## config.mk

```make
export PLATFORM = sky130hd
export DESIGN_NAME = psh_ppi_top
export DESIGN_NICKNAME = d
export VERILOG_FILES = /design/src/psh_pkg.sv /design/src/psh_ppi_top.sv
export VERILOG_INCLUDE_DIRS = /design/src
export SDC_FILE = /design/constraint.sdc
export NUM_CORES = 1
export LEC_CHECK = 0
export BUFFER_PORTS_ARGS = -buffer_cell sky130_fd_sc_hd__buf_2
export CAP_MARGIN = 30
export CELL_PAD_IN_SITES_DETAIL_PLACEMENT = 1
export CELL_PAD_IN_SITES_GLOBAL_PLACEMENT = 1
export CORE_MARGIN = 2
export CORE_UTILIZATION = 38
export DETAILED_ROUTE_END_ITERATION = 7
export HOLD_SLACK_MARGIN = 0.08
export PLACE_DENSITY = 0.81
export SYNTH_ARGS = -nofsm -noshare
export SYNTH_HDL_FRONTEND = slang
export SYNTH_SLANG_ARGS = --single-unit
```

## constraint.sdc

```tcl
create_clock -name hclk -period 2.1 [get_ports hclk]
set_input_delay 0.105 -clock hclk [delete_from_list [all_inputs] [get_ports hclk]]
set_output_delay 0.105 -clock hclk [all_outputs]
set_load 0.01 [all_outputs]
```

## src/psh_params.svh

```systemverilog
// Purpose: Register indices, field positions, reset values and bus constants of the
//          strobed handshake parallel port.
// Assumes: One port group (ports A, B and the handshake status word) on AHB-Lite.
// Notes:   Byte address of a register is four times its index.
// Behaviour
// - Input mode: status bit 0 is port B request, gated by its enable.
// - Input mode: status word never shows the incoming strobe line levels.
// - Port A output mode leaves lines 4 and 5 as general-purpose lines.
// - Port A bidirectional with port B strobed leaves no port C line for general use; port A strobed leaves two.
// - Status layout differs for input and output modes; output layout in output mode.
// - Output mode: bit 7 is active-low port A output-full, low after host write.
// - Output mode: bit 6 is port A enable, changed only by bit set/reset.
// - Port A output mode: bits 5 and 4 are general-purpose, driven by set/reset.
// - Output mode: bit 3 is port A request gated by its enable.
// - Output mode: bit 2 is port B enable, changed only by bit set/reset.
// - Output mode: bit 1 is active-low port B output-full, low after host write.
// - Output mode: bit 0 is port B request.
// - Output mode: status word never shows acknowledge line levels.
// - Bidirectional mode: port A moves data both ways under handshake lines.
// - Bidirectional mode is port A only; port B basic or strobed.
// - Port A bidirectional, port B basic: lines 2 to 0 stay general-purpose.
// - Configuration write with top bit clear sets or clears one port C bit.
// - Input mode: port A input-full goes high once data is latched.
`ifndef PSH_PARAMS_SVH
`define PSH_PARAMS_SVH

// Register indices; byte address is the index times four.
`define PSH_IDX_PORTA 4'h0
`define PSH_IDX_PORTB 4'h1
`define PSH_IDX_STATUS1 4'h2
`define PSH_IDX_CFG 4'h3
`define PSH_IDX_STATUS2 4'h6
`define PSH_IDX_STATUS3 4'hA
`define PSH_IDX_STATUS4 4'hE

// Port C line positions.
`define PSH_PC_PORT_B_IRQ_REQUEST 0
`define PSH_PC_FLAGB 1
`define PSH_PC_PORT_B_STROBE_N 2
`define PSH_PC_PORT_A_IRQ_REQUEST 3
`define PSH_PC_PORT_A_STROBE_N 4
`define PSH_PC_PORT_A_INPUT_FULL 5
`define PSH_PC_PORT_A_ACK_N 6
`define PSH_PC_PORT_A_OUTPUT_FULL_N 7

// Reset values.
`define PSH_CFG_RST 8'h9B
`define PSH_BYTE_RST 8'h00

`endif

```

## src/psh_pkg.sv

```systemverilog
// Purpose: Types of the strobed handshake parallel port.
// Assumes: Field order of the configuration word is bit 7 down to bit 0.
// Notes:   None.
`default_nettype none
package psh_pkg;
   // Decoded operating mode of port A.
   typedef enum logic [1:0] {GA_BASIC, GA_STROBED, GA_BIDIR} psh_amode_t;

   // Configuration word as written by software.
   typedef struct packed {
      logic set_mode;
      logic [1:0] a_mode;
      logic a_in;
      logic cu_in;
      logic b_mode;
      logic b_in;
      logic cl_in;
   } psh_cfg_t;
endpackage
`default_nettype wire

```

## src/psh_ppi_top.sv

```systemverilog
// Purpose: Three-port parallel interface with strobed and bidirectional handshakes.
// Assumes: Pins are synchronous to hclk; AHB-Lite single word transfers.
// Notes:   Handshake strobes and acknowledges arrive on port C input lines.
//
// The AHB-Lite slave port was chosen for this implementation.
`include "psh_params.svh"
`timescale 1ns/1ps
`default_nettype none
module psh_ppi_top
   import psh_pkg::*;
(
   input wire logic hclk,
   input wire logic hresetn,
   input wire logic hsel,
   input wire logic [31:0] haddr,
   input wire logic [1:0] htrans,
   input wire logic hwrite,
   input wire logic [2:0] hsize,
   input wire logic [31:0] hwdata,
   input wire logic hready,
   output logic [31:0] hrdata,
   output logic hreadyout,
   output logic hresp,
   input wire logic [7:0] pa_i,
   output logic [7:0] pa_o,
   output logic pa_oe,
   input wire logic [7:0] pb_i,
   output logic [7:0] pb_o,
   output logic pb_oe,
   input wire logic [7:0] pc_i,
   output logic [7:0] pc_o,
   output logic [7:0] pc_oe
);

   ////////////////////////////////////////////////////////////////////////////////
   // State.
   psh_cfg_t cfg_q;
   logic [7:0] pc_out_q;
   logic [7:0] pa_lat_q;
   logic [7:0] pb_lat_q;
   logic [7:0] pa_in_q;
   logic [7:0] pb_in_q;
   logic [7:0] pc_prev_q;
   logic [7:0] pc_was_in_q;
   logic ibf_a_q;
   logic obf_a_n_q;
   logic intr_ai_q;
   logic intr_ao_q;
   logic ibf_b_q;
   logic obf_b_n_q;
   logic intr_b_q;
   logic wr_pend_q;
   logic [3:0] wr_idx_q;

   ////////////////////////////////////////////////////////////////////////////////
   // Mode decode and handshake line events.
   psh_amode_t amode;
   logic a_hs_in;
   logic a_hs_out;
   logic b_hs;
   logic stb_a_fall;
   logic stb_a_rise;
   logic ack_a_fall;
   logic ack_a_rise;
   logic hs_b_fall;
   logic hs_b_rise;
   logic [7:0] pin_in;

   // Port A is bidirectional in mode 2, strobed in mode 1; port B strobed or basic.
   always_comb begin
      if (cfg_q.a_mode[1]) begin
         amode = GA_BIDIR;
      end else if (cfg_q.a_mode[0]) begin
         amode = GA_STROBED;
      end else begin
         amode = GA_BASIC;
      end
   end

   assign a_hs_in = (amode == GA_STROBED && cfg_q.a_in) || amode == GA_BIDIR;
   assign a_hs_out = (amode == GA_STROBED && !cfg_q.a_in) || amode == GA_BIDIR;
   assign b_hs = cfg_q.b_mode;
   // Edges count only on lines that were released at the last two samples.
   assign pin_in = pc_was_in_q & ~pc_oe;
   assign stb_a_fall = a_hs_in && pin_in[`PSH_PC_PORT_A_STROBE_N]
      && pc_prev_q[`PSH_PC_PORT_A_STROBE_N] && !pc_i[`PSH_PC_PORT_A_STROBE_N];
   assign stb_a_rise = a_hs_in && pin_in[`PSH_PC_PORT_A_STROBE_N]
      && !pc_prev_q[`PSH_PC_PORT_A_STROBE_N] && pc_i[`PSH_PC_PORT_A_STROBE_N];
   assign ack_a_fall = a_hs_out && pin_in[`PSH_PC_PORT_A_ACK_N]
      && pc_prev_q[`PSH_PC_PORT_A_ACK_N] && !pc_i[`PSH_PC_PORT_A_ACK_N];
   assign ack_a_rise = a_hs_out && pin_in[`PSH_PC_PORT_A_ACK_N]
      && !pc_prev_q[`PSH_PC_PORT_A_ACK_N] && pc_i[`PSH_PC_PORT_A_ACK_N];
   assign hs_b_fall = b_hs && pin_in[`PSH_PC_PORT_B_STROBE_N]
      && pc_prev_q[`PSH_PC_PORT_B_STROBE_N] && !pc_i[`PSH_PC_PORT_B_STROBE_N];
   assign hs_b_rise = b_hs && pin_in[`PSH_PC_PORT_B_STROBE_N]
      && !pc_prev_q[`PSH_PC_PORT_B_STROBE_N] && pc_i[`PSH_PC_PORT_B_STROBE_N];

   ////////////////////////////////////////////////////////////////////////////////
   // Bus decode.
   logic addr_ph;
   logic mapped;
   logic [3:0] idx;
   logic rd_a;
   logic rd_b;
   logic wr_a;
   logic wr_b;
   logic wr_c;
   logic wr_cfg;
   logic mode_wr;
   logic bsr_wr;

   assign addr_ph = hsel && htrans[1] && hready;
   assign mapped = haddr[31:6] == 26'h0000000;
   assign idx = haddr[5:2];
   assign rd_a = addr_ph && !hwrite && mapped && idx == `PSH_IDX_PORTA;
   assign rd_b = addr_ph && !hwrite && mapped && idx == `PSH_IDX_PORTB;
   assign wr_a = wr_pend_q && wr_idx_q == `PSH_IDX_PORTA;
   assign wr_b = wr_pend_q && wr_idx_q == `PSH_IDX_PORTB;
   assign wr_c = wr_pend_q && wr_idx_q == `PSH_IDX_STATUS1;
   assign wr_cfg = wr_pend_q && wr_idx_q == `PSH_IDX_CFG;
   assign mode_wr = wr_cfg && hwdata[7];
   assign bsr_wr = wr_cfg && !hwdata[7];

   // A write is remembered from its address phase and applied in its data phase.
   always_ff @(posedge hclk or negedge hresetn) begin
      if (!hresetn) begin
         wr_pend_q <= 1'b0;
         wr_idx_q <= 4'h0;
      end else begin
         wr_pend_q <= addr_ph && hwrite && mapped;
         wr_idx_q <= idx;
      end
   end

   ////////////////////////////////////////////////////////////////////////////////
   // Configuration word; a mode write replaces it.
   always_ff @(posedge hclk or negedge hresetn) begin
      if (!hresetn) begin
         cfg_q <= `PSH_CFG_RST;
      end else if (mode_wr) begin
         cfg_q <= hwdata[7:0];
      end
   end

   ////////////////////////////////////////////////////////////////////////////////
   // Port C ownership: which lines the handshakes take over.
   logic [7:0] hs_mask;
   logic [7:0] hs_drv;
   logic [7:0] hs_v;
   logic [7:0] gpio_oe;
   logic port_a_irq_request;
   logic port_b_irq_request;

   // Lines not claimed stay general-purpose.
   always_comb begin
      hs_mask = 8'h00;
      hs_drv = 8'h00;
      if (a_hs_in) begin
         hs_mask = hs_mask | 8'h38;
         hs_drv = hs_drv | 8'h28;
      end
      if (a_hs_out) begin
         hs_mask = hs_mask | 8'hC8;
         hs_drv = hs_drv | 8'h88;
      end
      if (b_hs) begin
         hs_mask = hs_mask | 8'h07;
         hs_drv = hs_drv | 8'h03;
      end
   end

   // Requests show only while their enable bit is set.
   assign port_a_irq_request = (intr_ai_q && pc_out_q[`PSH_PC_PORT_A_STROBE_N] && a_hs_in)
      || (intr_ao_q && pc_out_q[`PSH_PC_PORT_A_ACK_N] && a_hs_out);
   assign port_b_irq_request = intr_b_q && pc_out_q[`PSH_PC_PORT_B_STROBE_N] && b_hs;

   // Strobe and acknowledge positions read back their enable, never the pin.
   assign hs_v = {obf_a_n_q, pc_out_q[6], ibf_a_q, pc_out_q[4], port_a_irq_request,
      pc_out_q[2], cfg_q.b_in ? ibf_b_q : obf_b_n_q, port_b_irq_request};
   assign gpio_oe = {{4{!cfg_q.cu_in}}, {4{!cfg_q.cl_in}}};

   ////////////////////////////////////////////////////////////////////////////////
   // Port C output latch, written at its unclaimed lines or one bit at a time.
   always_ff @(posedge hclk or negedge hresetn) begin
      if (!hresetn) begin
         pc_out_q <= `PSH_BYTE_RST;
      end else if (mode_wr) begin
         pc_out_q <= `PSH_BYTE_RST;
      end else if (bsr_wr) begin
         pc_out_q[hwdata[3:1]] <= hwdata[0];
      end else if (wr_c) begin
         pc_out_q <= (pc_out_q & hs_mask) | (hwdata[7:0] & ~hs_mask);
      end
   end

   // Lines released at the previous sample; a line just let go by a mode change
   // floats to the far side's level and must not count as a strobe or acknowledge.
   always_ff @(posedge hclk or negedge hresetn) begin
      if (!hresetn) begin
         pc_was_in_q <= 8'hFF;
      end else begin
         pc_was_in_q <= ~pc_oe;
      end
   end

   // Previous pin sample for edge detection.
   always_ff @(posedge hclk or negedge hresetn) begin
      if (!hresetn) begin
         pc_prev_q <= 8'hFF;
      end else begin
         pc_prev_q <= pc_i;
      end
   end

   ////////////////////////////////////////////////////////////////////////////////
   // Port A handshake flags; a strobe or acknowledge wins over a host access in the same cycle, except on output-full, where the host write wins.
   always_ff @(posedge hclk or negedge hresetn) begin
      if (!hresetn) begin
         ibf_a_q <= 1'b0;
         intr_ai_q <= 1'b0;
         obf_a_n_q <= 1'b1;
         intr_ao_q <= 1'b0;
      end else if (mode_wr) begin
         ibf_a_q <= 1'b0;
         intr_ai_q <= 1'b0;
         obf_a_n_q <= 1'b1;
         intr_ao_q <= 1'b0;
      end else begin
         if (stb_a_fall) begin
            ibf_a_q <= 1'b1;
         end else if (rd_a) begin
            ibf_a_q <= 1'b0;
         end
         if (stb_a_rise && ibf_a_q) begin
            intr_ai_q <= 1'b1;
         end else if (rd_a) begin
            intr_ai_q <= 1'b0;
         end
         if (wr_a && a_hs_out) begin
            obf_a_n_q <= 1'b0;
         end else if (ack_a_fall) begin
            obf_a_n_q <= 1'b1;
         end
         if (ack_a_rise) begin
            intr_ao_q <= 1'b1;
         end else if (wr_a) begin
            intr_ao_q <= 1'b0;
         end
      end
   end

   // Port B handshake flags, one direction at a time.
   always_ff @(posedge hclk or negedge hresetn) begin
      if (!hresetn) begin
         ibf_b_q <= 1'b0;
         obf_b_n_q <= 1'b1;
         intr_b_q <= 1'b0;
      end else if (mode_wr) begin
         ibf_b_q <= 1'b0;
         obf_b_n_q <= 1'b1;
         intr_b_q <= 1'b0;
      end else begin
         if (hs_b_fall && cfg_q.b_in) begin
            ibf_b_q <= 1'b1;
         end else if (rd_b) begin
            ibf_b_q <= 1'b0;
         end
         if (wr_b && b_hs && !cfg_q.b_in) begin
            obf_b_n_q <= 1'b0;
         end else if (hs_b_fall && !cfg_q.b_in) begin
            obf_b_n_q <= 1'b1;
         end
         if (hs_b_rise && (cfg_q.b_in ? ibf_b_q : 1'b1)) begin
            intr_b_q <= 1'b1;
         end else if (rd_b || wr_b) begin
            intr_b_q <= 1'b0;
         end
      end
   end

   ////////////////////////////////////////////////////////////////////////////////
   // Data latches: input latched on the strobe, output latched on a host write.
   always_ff @(posedge hclk or negedge hresetn) begin
      if (!hresetn) begin
         pa_in_q <= `PSH_BYTE_RST;
         pb_in_q <= `PSH_BYTE_RST;
      end else begin
         if (stb_a_fall) begin
            pa_in_q <= pa_i;
         end
         if (hs_b_fall && cfg_q.b_in) begin
            pb_in_q <= pb_i;
         end
      end
   end

   // Output latches follow host writes and are cleared by a mode write.
   always_ff @(posedge hclk or negedge hresetn) begin
      if (!hresetn) begin
         pa_lat_q <= `PSH_BYTE_RST;
         pb_lat_q <= `PSH_BYTE_RST;
      end else if (mode_wr) begin
         pa_lat_q <= `PSH_BYTE_RST;
         pb_lat_q <= `PSH_BYTE_RST;
      end else begin
         if (wr_a) begin
            pa_lat_q <= hwdata[7:0];
         end
         if (wr_b) begin
            pb_lat_q <= hwdata[7:0];
         end
      end
   end

   ////////////////////////////////////////////////////////////////////////////////
   // Pin drivers, all registered.
   always_ff @(posedge hclk or negedge hresetn) begin
      if (!hresetn) begin
         pa_o <= `PSH_BYTE_RST;
         pa_oe <= 1'b0;
         pb_o <= `PSH_BYTE_RST;
         pb_oe <= 1'b0;
         pc_o <= `PSH_BYTE_RST;
         pc_oe <= 8'h00;
      end else begin
         pa_o <= pa_lat_q;
         if (amode == GA_BIDIR) begin
            pa_oe <= !pc_i[`PSH_PC_PORT_A_ACK_N];
         end else begin
            pa_oe <= !cfg_q.a_in;
         end
         pb_o <= pb_lat_q;
         pb_oe <= !cfg_q.b_in;
         pc_o <= (hs_v & hs_mask) | (pc_out_q & ~hs_mask);
         pc_oe <= hs_drv | (gpio_oe & ~hs_mask);
      end
   end

   ////////////////////////////////////////////////////////////////////////////////
   // Read data and bus answer; zero wait states, always OKAY.
   logic [7:0] rd_val;

   // Value of the addressed register, taken in the address phase.
   always_comb begin
      rd_val = 8'h00;
      if (mapped) begin
         unique case (idx)
            `PSH_IDX_PORTA: rd_val = a_hs_in ? pa_in_q : (cfg_q.a_in ? pa_i : pa_lat_q);
            `PSH_IDX_PORTB: rd_val = !cfg_q.b_in ? pb_lat_q : (b_hs ? pb_in_q : pb_i);
            `PSH_IDX_STATUS1: rd_val = (hs_v & hs_mask)
               | (~hs_mask & ((gpio_oe & pc_out_q) | (~gpio_oe & pc_i)));
            `PSH_IDX_CFG: rd_val = cfg_q;
            default: rd_val = 8'h00;
         endcase
      end
   end

   // Read data is registered at the end of the address phase and stands until the
   // next read, so the master finds it in the whole data phase.
   always_ff @(posedge hclk or negedge hresetn) begin
      if (!hresetn) begin
         hrdata <= 32'h00000000;
         hreadyout <= 1'b1;
         hresp <= 1'b0;
      end else begin
         hreadyout <= 1'b1;
         hresp <= 1'b0;
         if (addr_ph && !hwrite) begin
            hrdata <= {24'h000000, rd_val};
         end
      end
   end

endmodule
`default_nettype wire

```

==> results of run 1 <==
report_power, final:
part           total (µW)  internal [µW]  leakage (µW)  switching, µW
Combinational         431            189       0.00156            243
Clock                1690            885      0.000140            809
Sequential           2170           2130       0.00118           40.8
Total                4300           3210       0.00288           1090
kinds of logic after synthesis:
family          synth area share
compound gates            0.1510
buf+inv                  0.07573
flops                     0.5209
mux                      0.09412
other cells             0.001452
simple gates              0.1568
routing by layer:
metal  global-route usage  share of wire  vias up
met4              0.08503          0.025        0
met2               0.4107           0.50      202
met3              0.04245          0.064       34
li1                     -              -     2025
met1               0.2921           0.41     2188
met5                    0              0        -
worst max-delay path by stage:
stage | slack, ps | to | cells past startpoint | startpoint
6_report | 180 | hrdata[6] | 5 | cfg_q[4]
5_1_grt | 50 | hrdata[2] | 6 | cfg_q[5]
4_1_cts | 210 | hrdata[6] | 5 | cfg_q[4]
3_5_place_dp | 220 | hrdata[6] | 5 | cfg_q[4]
3_3_place_gp | 260 | hrdata[7] | 4 | cfg_q[3]
2_1_floorplan | 400 | hrdata[7] | 5 | cfg_q[3]
worst max-delay path: cells and delay by family, from the launching register on:
kind	cells	cell delay (ps)
flops	1	620
simple gates	2	460
compound gates	2	450
mux	1	290
registers in the layout (all words and copies together) (netlist names), 4 cells and up:
register	cells
pb_in_q	8
wr_idx_q	4
pa_in_q	8
cfg_q	7
pa_o	8
pb_lat_q	8
hrdata	8
pc_out_q	8
pc_o	8
pa_lat_q	8
pc_oe	7
pb_o	8
stage by stage:
stage	util	hold slack [ps]	instance area (µm²)	total power (µW)
detailed placement	0.4431	3.539	5868	2601
global placement	0.4431	1.676	5868	2576
CTS	0.4867	81.25	6445	4334
global route	0.4867	97.41	6445	4451
floorplan	-	-190.6	5261	2418
finish	0.4867	82.79	6445	4297
cell type report:
class	instances	area, µm²
Timing Repair Buffer	160	1013
Clock inverter	5	43.79
Inverter	12	45.04
Multi-Input combinational cell	356	2176
Sequential cell	107	2694
Tap cell	176	220.2
Fill cell	1527	6798
Clock buffer	11	252.7
layout by cell type, fill, tap and decap left out, drive strengths merged, types with 21 or more instances in the layout:
master,instances
buf,132
nor2,36
mux2i,25
dlygate4sd3,28
dfrtp,94
o21ai,35
nand2,63
a21oi,28
mux2,21
conb,26
==> results.md, run 1 <==
- Min-Delay Endpoint: cfg_q[6]
- Crit Reg-Reg Startpoint: cfg_q[4]
- CTS resizes: 0
- Post-CTS repair timing setup buffer count: 0
- Die X: 120.7 µm
- Max frequency: 0.5201 GHz
- RSZ-0062 raised after global routing: false
- Worst slew pin tran: 586.2 ps
- Clock Path Buffers: 2
- Die ar.: 0.01456 mm²
- Number of synthesized flops with an enable pin: 0
- Worst Hold Class: in2reg
- Routed Antenna Nets: 0
- GP Congestion: 0.8715
- Clock Sink Count: 107
- Routed len/inst: 19.69 µm
- Worst Reg-to-Reg Cells: 5
- Avg Inst Size Synth: 10.18 µm²
- Num CTS Buffers: 9
- Commonest cells post-synth: dfrtp_1 (94), nand2_1 (63), nor2_1 (34), buf_4 (29), o21ai_0 (29)
- Clk_skew: 14.38 ps
- Hold Buf Count CTS: 28
- Post-synth cell types: 60
- Top-area cell type share of the netlist area: 0.4549
- Largest stage delay, worst path: 620 ps
- Row count: 42
- Overall global routing resource usage: 0.2356
- Core ar.: 0.01324 mm²
- Hold Fails Final Rpt: 0
- Leak: 0.002875 µW
- Flop2flop setup slack: 180 ps
- Min-delay src: hwdata[6]
- Hpwl dp: 12110 µm
- Fin worst setup slack: 177.2 ps
- First-pass GRT wire length: 26060 µm
- Antenna violations before repair: 0
- Final Cycle Share: 0.9156
- DRT Wirelength: 16280 µm
- Min cycle time layout: 1923 ps
- Rel. slew slack: 0.6056
- Gate Count Post-Synth: 508
- DRT iter0 DRCs: 336
- Placed instance count: 783
- Chip height: 120.7 µm
- Sequential share of the synthesized area: 0.5209
- Status: complete, no violations
- Largest net degree at the start of global routing: 38
- CP Data Arrival Time: 2180 ps
- Number of global-route vias before repair: 4867
- Worst endpoint required time: 2360 ps
- I/O pins: 166
- Worst Path Max Fanout: 7
- Setup crit start kind: register
- Initial Utilization: 0.3905
- CP Cell Sequence: and2b_4 > nor3b_2 > mux2i_1 > o211ai_1 > a32o_1
- Max Slew Vio Count: 0
- Area leader, netlist: dfrtp_1
- DRC: 0
- Vias: 4449
- Clock-pin transition on the worst setup and hold timing paths: 80 ps
- Setup TNS: 0 ps
- CP endpoint kind: register
- WHS Path Cells: 3
- DR vias/cell: 5.380
- Area Overhead vs Synth: 24.63%
- Post-route insts no fill: 827
- Slowest CP cell: dfstp_2
- Maximum vdd drop: 0.4028 mV
- Finish-stage setup viols: 0
- Cell with the most instances after synthesis: dfrtp_1
- Mapped Area: 0.005171 mm²
- Max-capacitance violation count: 0
- Pre-CTS WS: 219.3 ps
- Synth Flop Type: dfrtp_1
- Drt pass-1 iters: 4
- Nets: 744
- Ant diodes: 0
- Pwr Density: 666.8 mW/mm²
- Synth Register Bits: 107
- H-tree Lvls: 3
- Type of the worst setup path: reg2reg
- IO buf count: 109
- Largest cells by area after synthesis: dfrtp_1 (45%), dfstp_2 (6.6%), mux2i_1 (4.8%), nand2_1 (4.6%), buf_4 (4.2%)
- CTS Root Cell: clkbuf_16
- FFs w/ async S/R, synth: 1.000
- TritonCTS clock tree: built
- Ys Warns: 0
- Gr ovfl total: 0
- Share of cells above drive strength 1: 0.2811
- Worst r2r dst: hrdata[6]
- Clk_lat worst skew: 370 ps
No activity file was read; power rests on OpenSTA's default activity.
==> run 2: changes to the inputs <==
ABC_AREA = 1   (was default)
PLACE_DENSITY = 0.83   (was 0.81)
==> run 2 against run 1 <==
Clock skew is 4.9 ps lower. Count of clock-buffer cells in the layout shrank 1. Synthesized cell count up 24%. Largest power group unchanged.
==> results.md, run 2 <==
- Hold Fails Final Rpt: 0
- H-tree Lvls: 3
- Pre-CTS WS: 373.7 ps
- Max frequency: 0.5211 GHz
- IO buf count: 109
- Post-route insts no fill: 943
- Top-area cell type share of the netlist area: 0.4381
- Share of cells above drive strength 1: 0.2543
- CTS resizes: 0
- TritonCTS clock tree: built
- Clock-pin transition on the worst setup and hold timing paths: 70 ps
- Ys Warns: 0
- Finish-stage setup viols: 0
- Pwr Density: 644.6 mW/mm²
- Crit Reg-Reg Startpoint: cfg_q[1]
- Number of fill cells in the layout: 1672
- Routing usage on met2: 0.3691
- Overall global routing resource usage: 0.2168
- Setup crit start kind: primary input
- Die X: 122.9 µm
- DRT iter0 DRCs: 323
- Mapped Area: 0.005369 mm²
- Hold Buf Count CTS: 30
- Clk_lat worst skew: 360 ps
- Die ar.: 0.01510 mm²
- Routed Antenna Nets: 0
- Placed instance count: 897
- Switching part of the total: 0.2474
- Row count: 43
- GR peak layer: met2
- Number of global-route vias before repair: 4951
- Synth Flop Type: dfrtp_1
- Clock Path Buffers: 2
- Largest cells by area after synthesis: dfrtp_1 (44%), nand2_1 (11%), dfstp_2 (6.4%), o21ai_0 (5.4%), buf_4 (4.3%)
- Leak: 0.003196 µW
- Switching power total: 1043 µW
- CP endpoint kind: register
- Clock network power share: 0.416
- Maximum vdd drop: 0.3863 mV
- Gate Count Post-Synth: 631
- Worst Reg-to-Reg Cells: 9
- Core ar.: 0.01383 mm²
- Gr ovfl total: 0
- Flop2flop setup slack: 330 ps
- DRT Wirelength: 15580 µm
- DR vias/cell: 5.036
- Most common cell after layout, fill and taps aside: nand2_1
- Clock Sink Count: 107
- Synth Register Bits: 107
- Max Slew Vio Count: 0
- Rel. slew slack: 0.6080
- Post-synth cell types: 38
- Nets: 856
- Chip height: 122.9 µm
- Initial Utilization: 0.3883
- Cell with the most instances after synthesis: nand2_1
- Min cycle time layout: 1919 ps
- Number of synthesized flops with an enable pin: 0
- Commonest cells after routing, fill and taps aside: nand2_1 (151), buf_2 (108), dfrtp_1 (94), inv_1 (59), o21ai_0 (58)
- Worst Hold Class: in2async
- GP Congestion: 0.8410
- Drt pass-1 iters: 4
- Vias: 4749
- Largest net degree at the start of global routing: 58
- Status: complete, no violations
- Num CTS Buffers: 9
- Ant diodes: 0
- CP Data Arrival Time: 2220 ps
- Final Cycle Share: 0.9139
- Flop pwr share: 0.503
- Max-capacitance violation count: 0
- Int Power: 3171 µW
- FFs w/ async S/R, synth: 1.000
- Met3 usage: 0.04089
- Setup TNS: 0 ps
- I/O pins: 166
- Power Total: 4214 µW
- Worst endpoint required time: 2400 ps
- Area Overhead vs Synth: 21.77%
- Worst Path Max Fanout: 2
- Area leader, netlist: dfrtp_1
- Routed len/inst: 16.52 µm
- Avg Inst Size Synth: 8.509 µm²
- Comb power frac: 0.081
- CTS Root Cell: clkbuf_16
- DRC: 0
- Post-CTS repair timing setup buffer count: 0
- Clk_skew: 9.432 ps
- Hpwl dp: 11530 µm
- Area of the multi-input gates: 0.002145 mm²
- Commonest cells post-synth: nand2_1 (151), dfrtp_1 (94), inv_1 (59), o21ai_0 (58), nor2_1 (46)
- Reg area: 0.002694 mm²
- Fin worst setup slack: 180.9 ps
- First-pass GRT wire length: 24960 µm
- Sequential share of the synthesized area: 0.5017
- Type of the worst setup path: in2reg
- RSZ-0062 raised after global routing: false
- Antenna violations before repair: 0
- Worst slew pin tran: 586.3 ps
- Met1 Usage GRT: 0.2768
- Worst r2r dst: hrdata[1]
[run 2: cell types whose count changed in the layout (fill, tap and decap cells not counted), moves of 9 or more]
cell,before,now
o21ai_2,0,23
nand2_1,63,151
nand3_1,15,42
o21ai_0,29,58
inv_1,11,59
mux2i_1,25,0
buf_4,23,10
nand4_1,3,12
nor2_1,34,46
[run 2: worst max-delay path, cell delays in order]
cell           delay [ps]
dlygate4sd3_1         530
buf_2                 100
nand3_1                70
dlygate4sd3_1         570
nor4b_1               280
dlygate4sd3_1         570
[run 2: power by group through the flow]
| stage | sequential, µW | combinational [µW] | clock [µW] |
|---|---|---|---|
| floorplan | 2160 | 169 | 0 |
| global placement | 2160 | 290 | 0 |
| detailed placement | 2160 | 301 | 0 |
| CTS | 2120 | 344 | 1800 |
| global route | 2120 | 383 | 1860 |
| finish | 2120 | 343 | 1750 |
[run 2: per-layer routing]
metal	vias to the layer above	wire length (µm)
met5	-	0
met4	0	309
met3	20	905
met2	149	7614
met1	2332	6748
li1	2248	-
[run 2: how the worst max path moves through the flow]
stage              start        end  slack [ps]  cells past startpoint
5_1_grt        htrans[1]  wr_pend_q          60                      6
4_1_cts        htrans[1]  wr_pend_q         190                      6
3_5_place_dp    cfg_q[1]  hrdata[1]         370                      9
2_1_floorplan   cfg_q[4]  hrdata[6]         690                      9
3_3_place_gp    cfg_q[4]  hrdata[3]         440                      9
6_report       htrans[1]  wr_pend_q         180                      6
[run 2: area by class of cell]
class,instances,share of cell area
Clock buffer,10,0.03502
Clock inverter,6,0.01110
Inverter,63,0.03617
Multi-Input combinational cell,428,0.3280
Sequential cell,107,0.4121
Tap cell,180,0.03445
Timing Repair Buffer,149,0.1432
[run 2: metrics by stage]
stage | cell area [µm²] | utilization | hold slack [ps]
6_report | 6538 | 0.4728 | 105.4
3_5_place_dp | 5936 | 0.4293 | -62.76
4_1_cts | 6538 | 0.4728 | 102.3
5_1_grt | 6538 | 0.4728 | 112.3
3_3_place_gp | 5936 | 0.4293 | -63.54
2_1_floorplan | 5459 | - | -190.6
[run 2: cells by family (layout without fill, tap and decap cells)]
logic type             after synthesis  in the layout  synth area share
AND/OR/NAND/NOR                    272            272            0.2282
AO/OA/AOI/OAI                      123            123            0.1384
buffers and inverters              120            228            0.1156
flip-flops                         107            107            0.5017
multiplexers                         7              7           0.01468
other                                2             26          0.001399
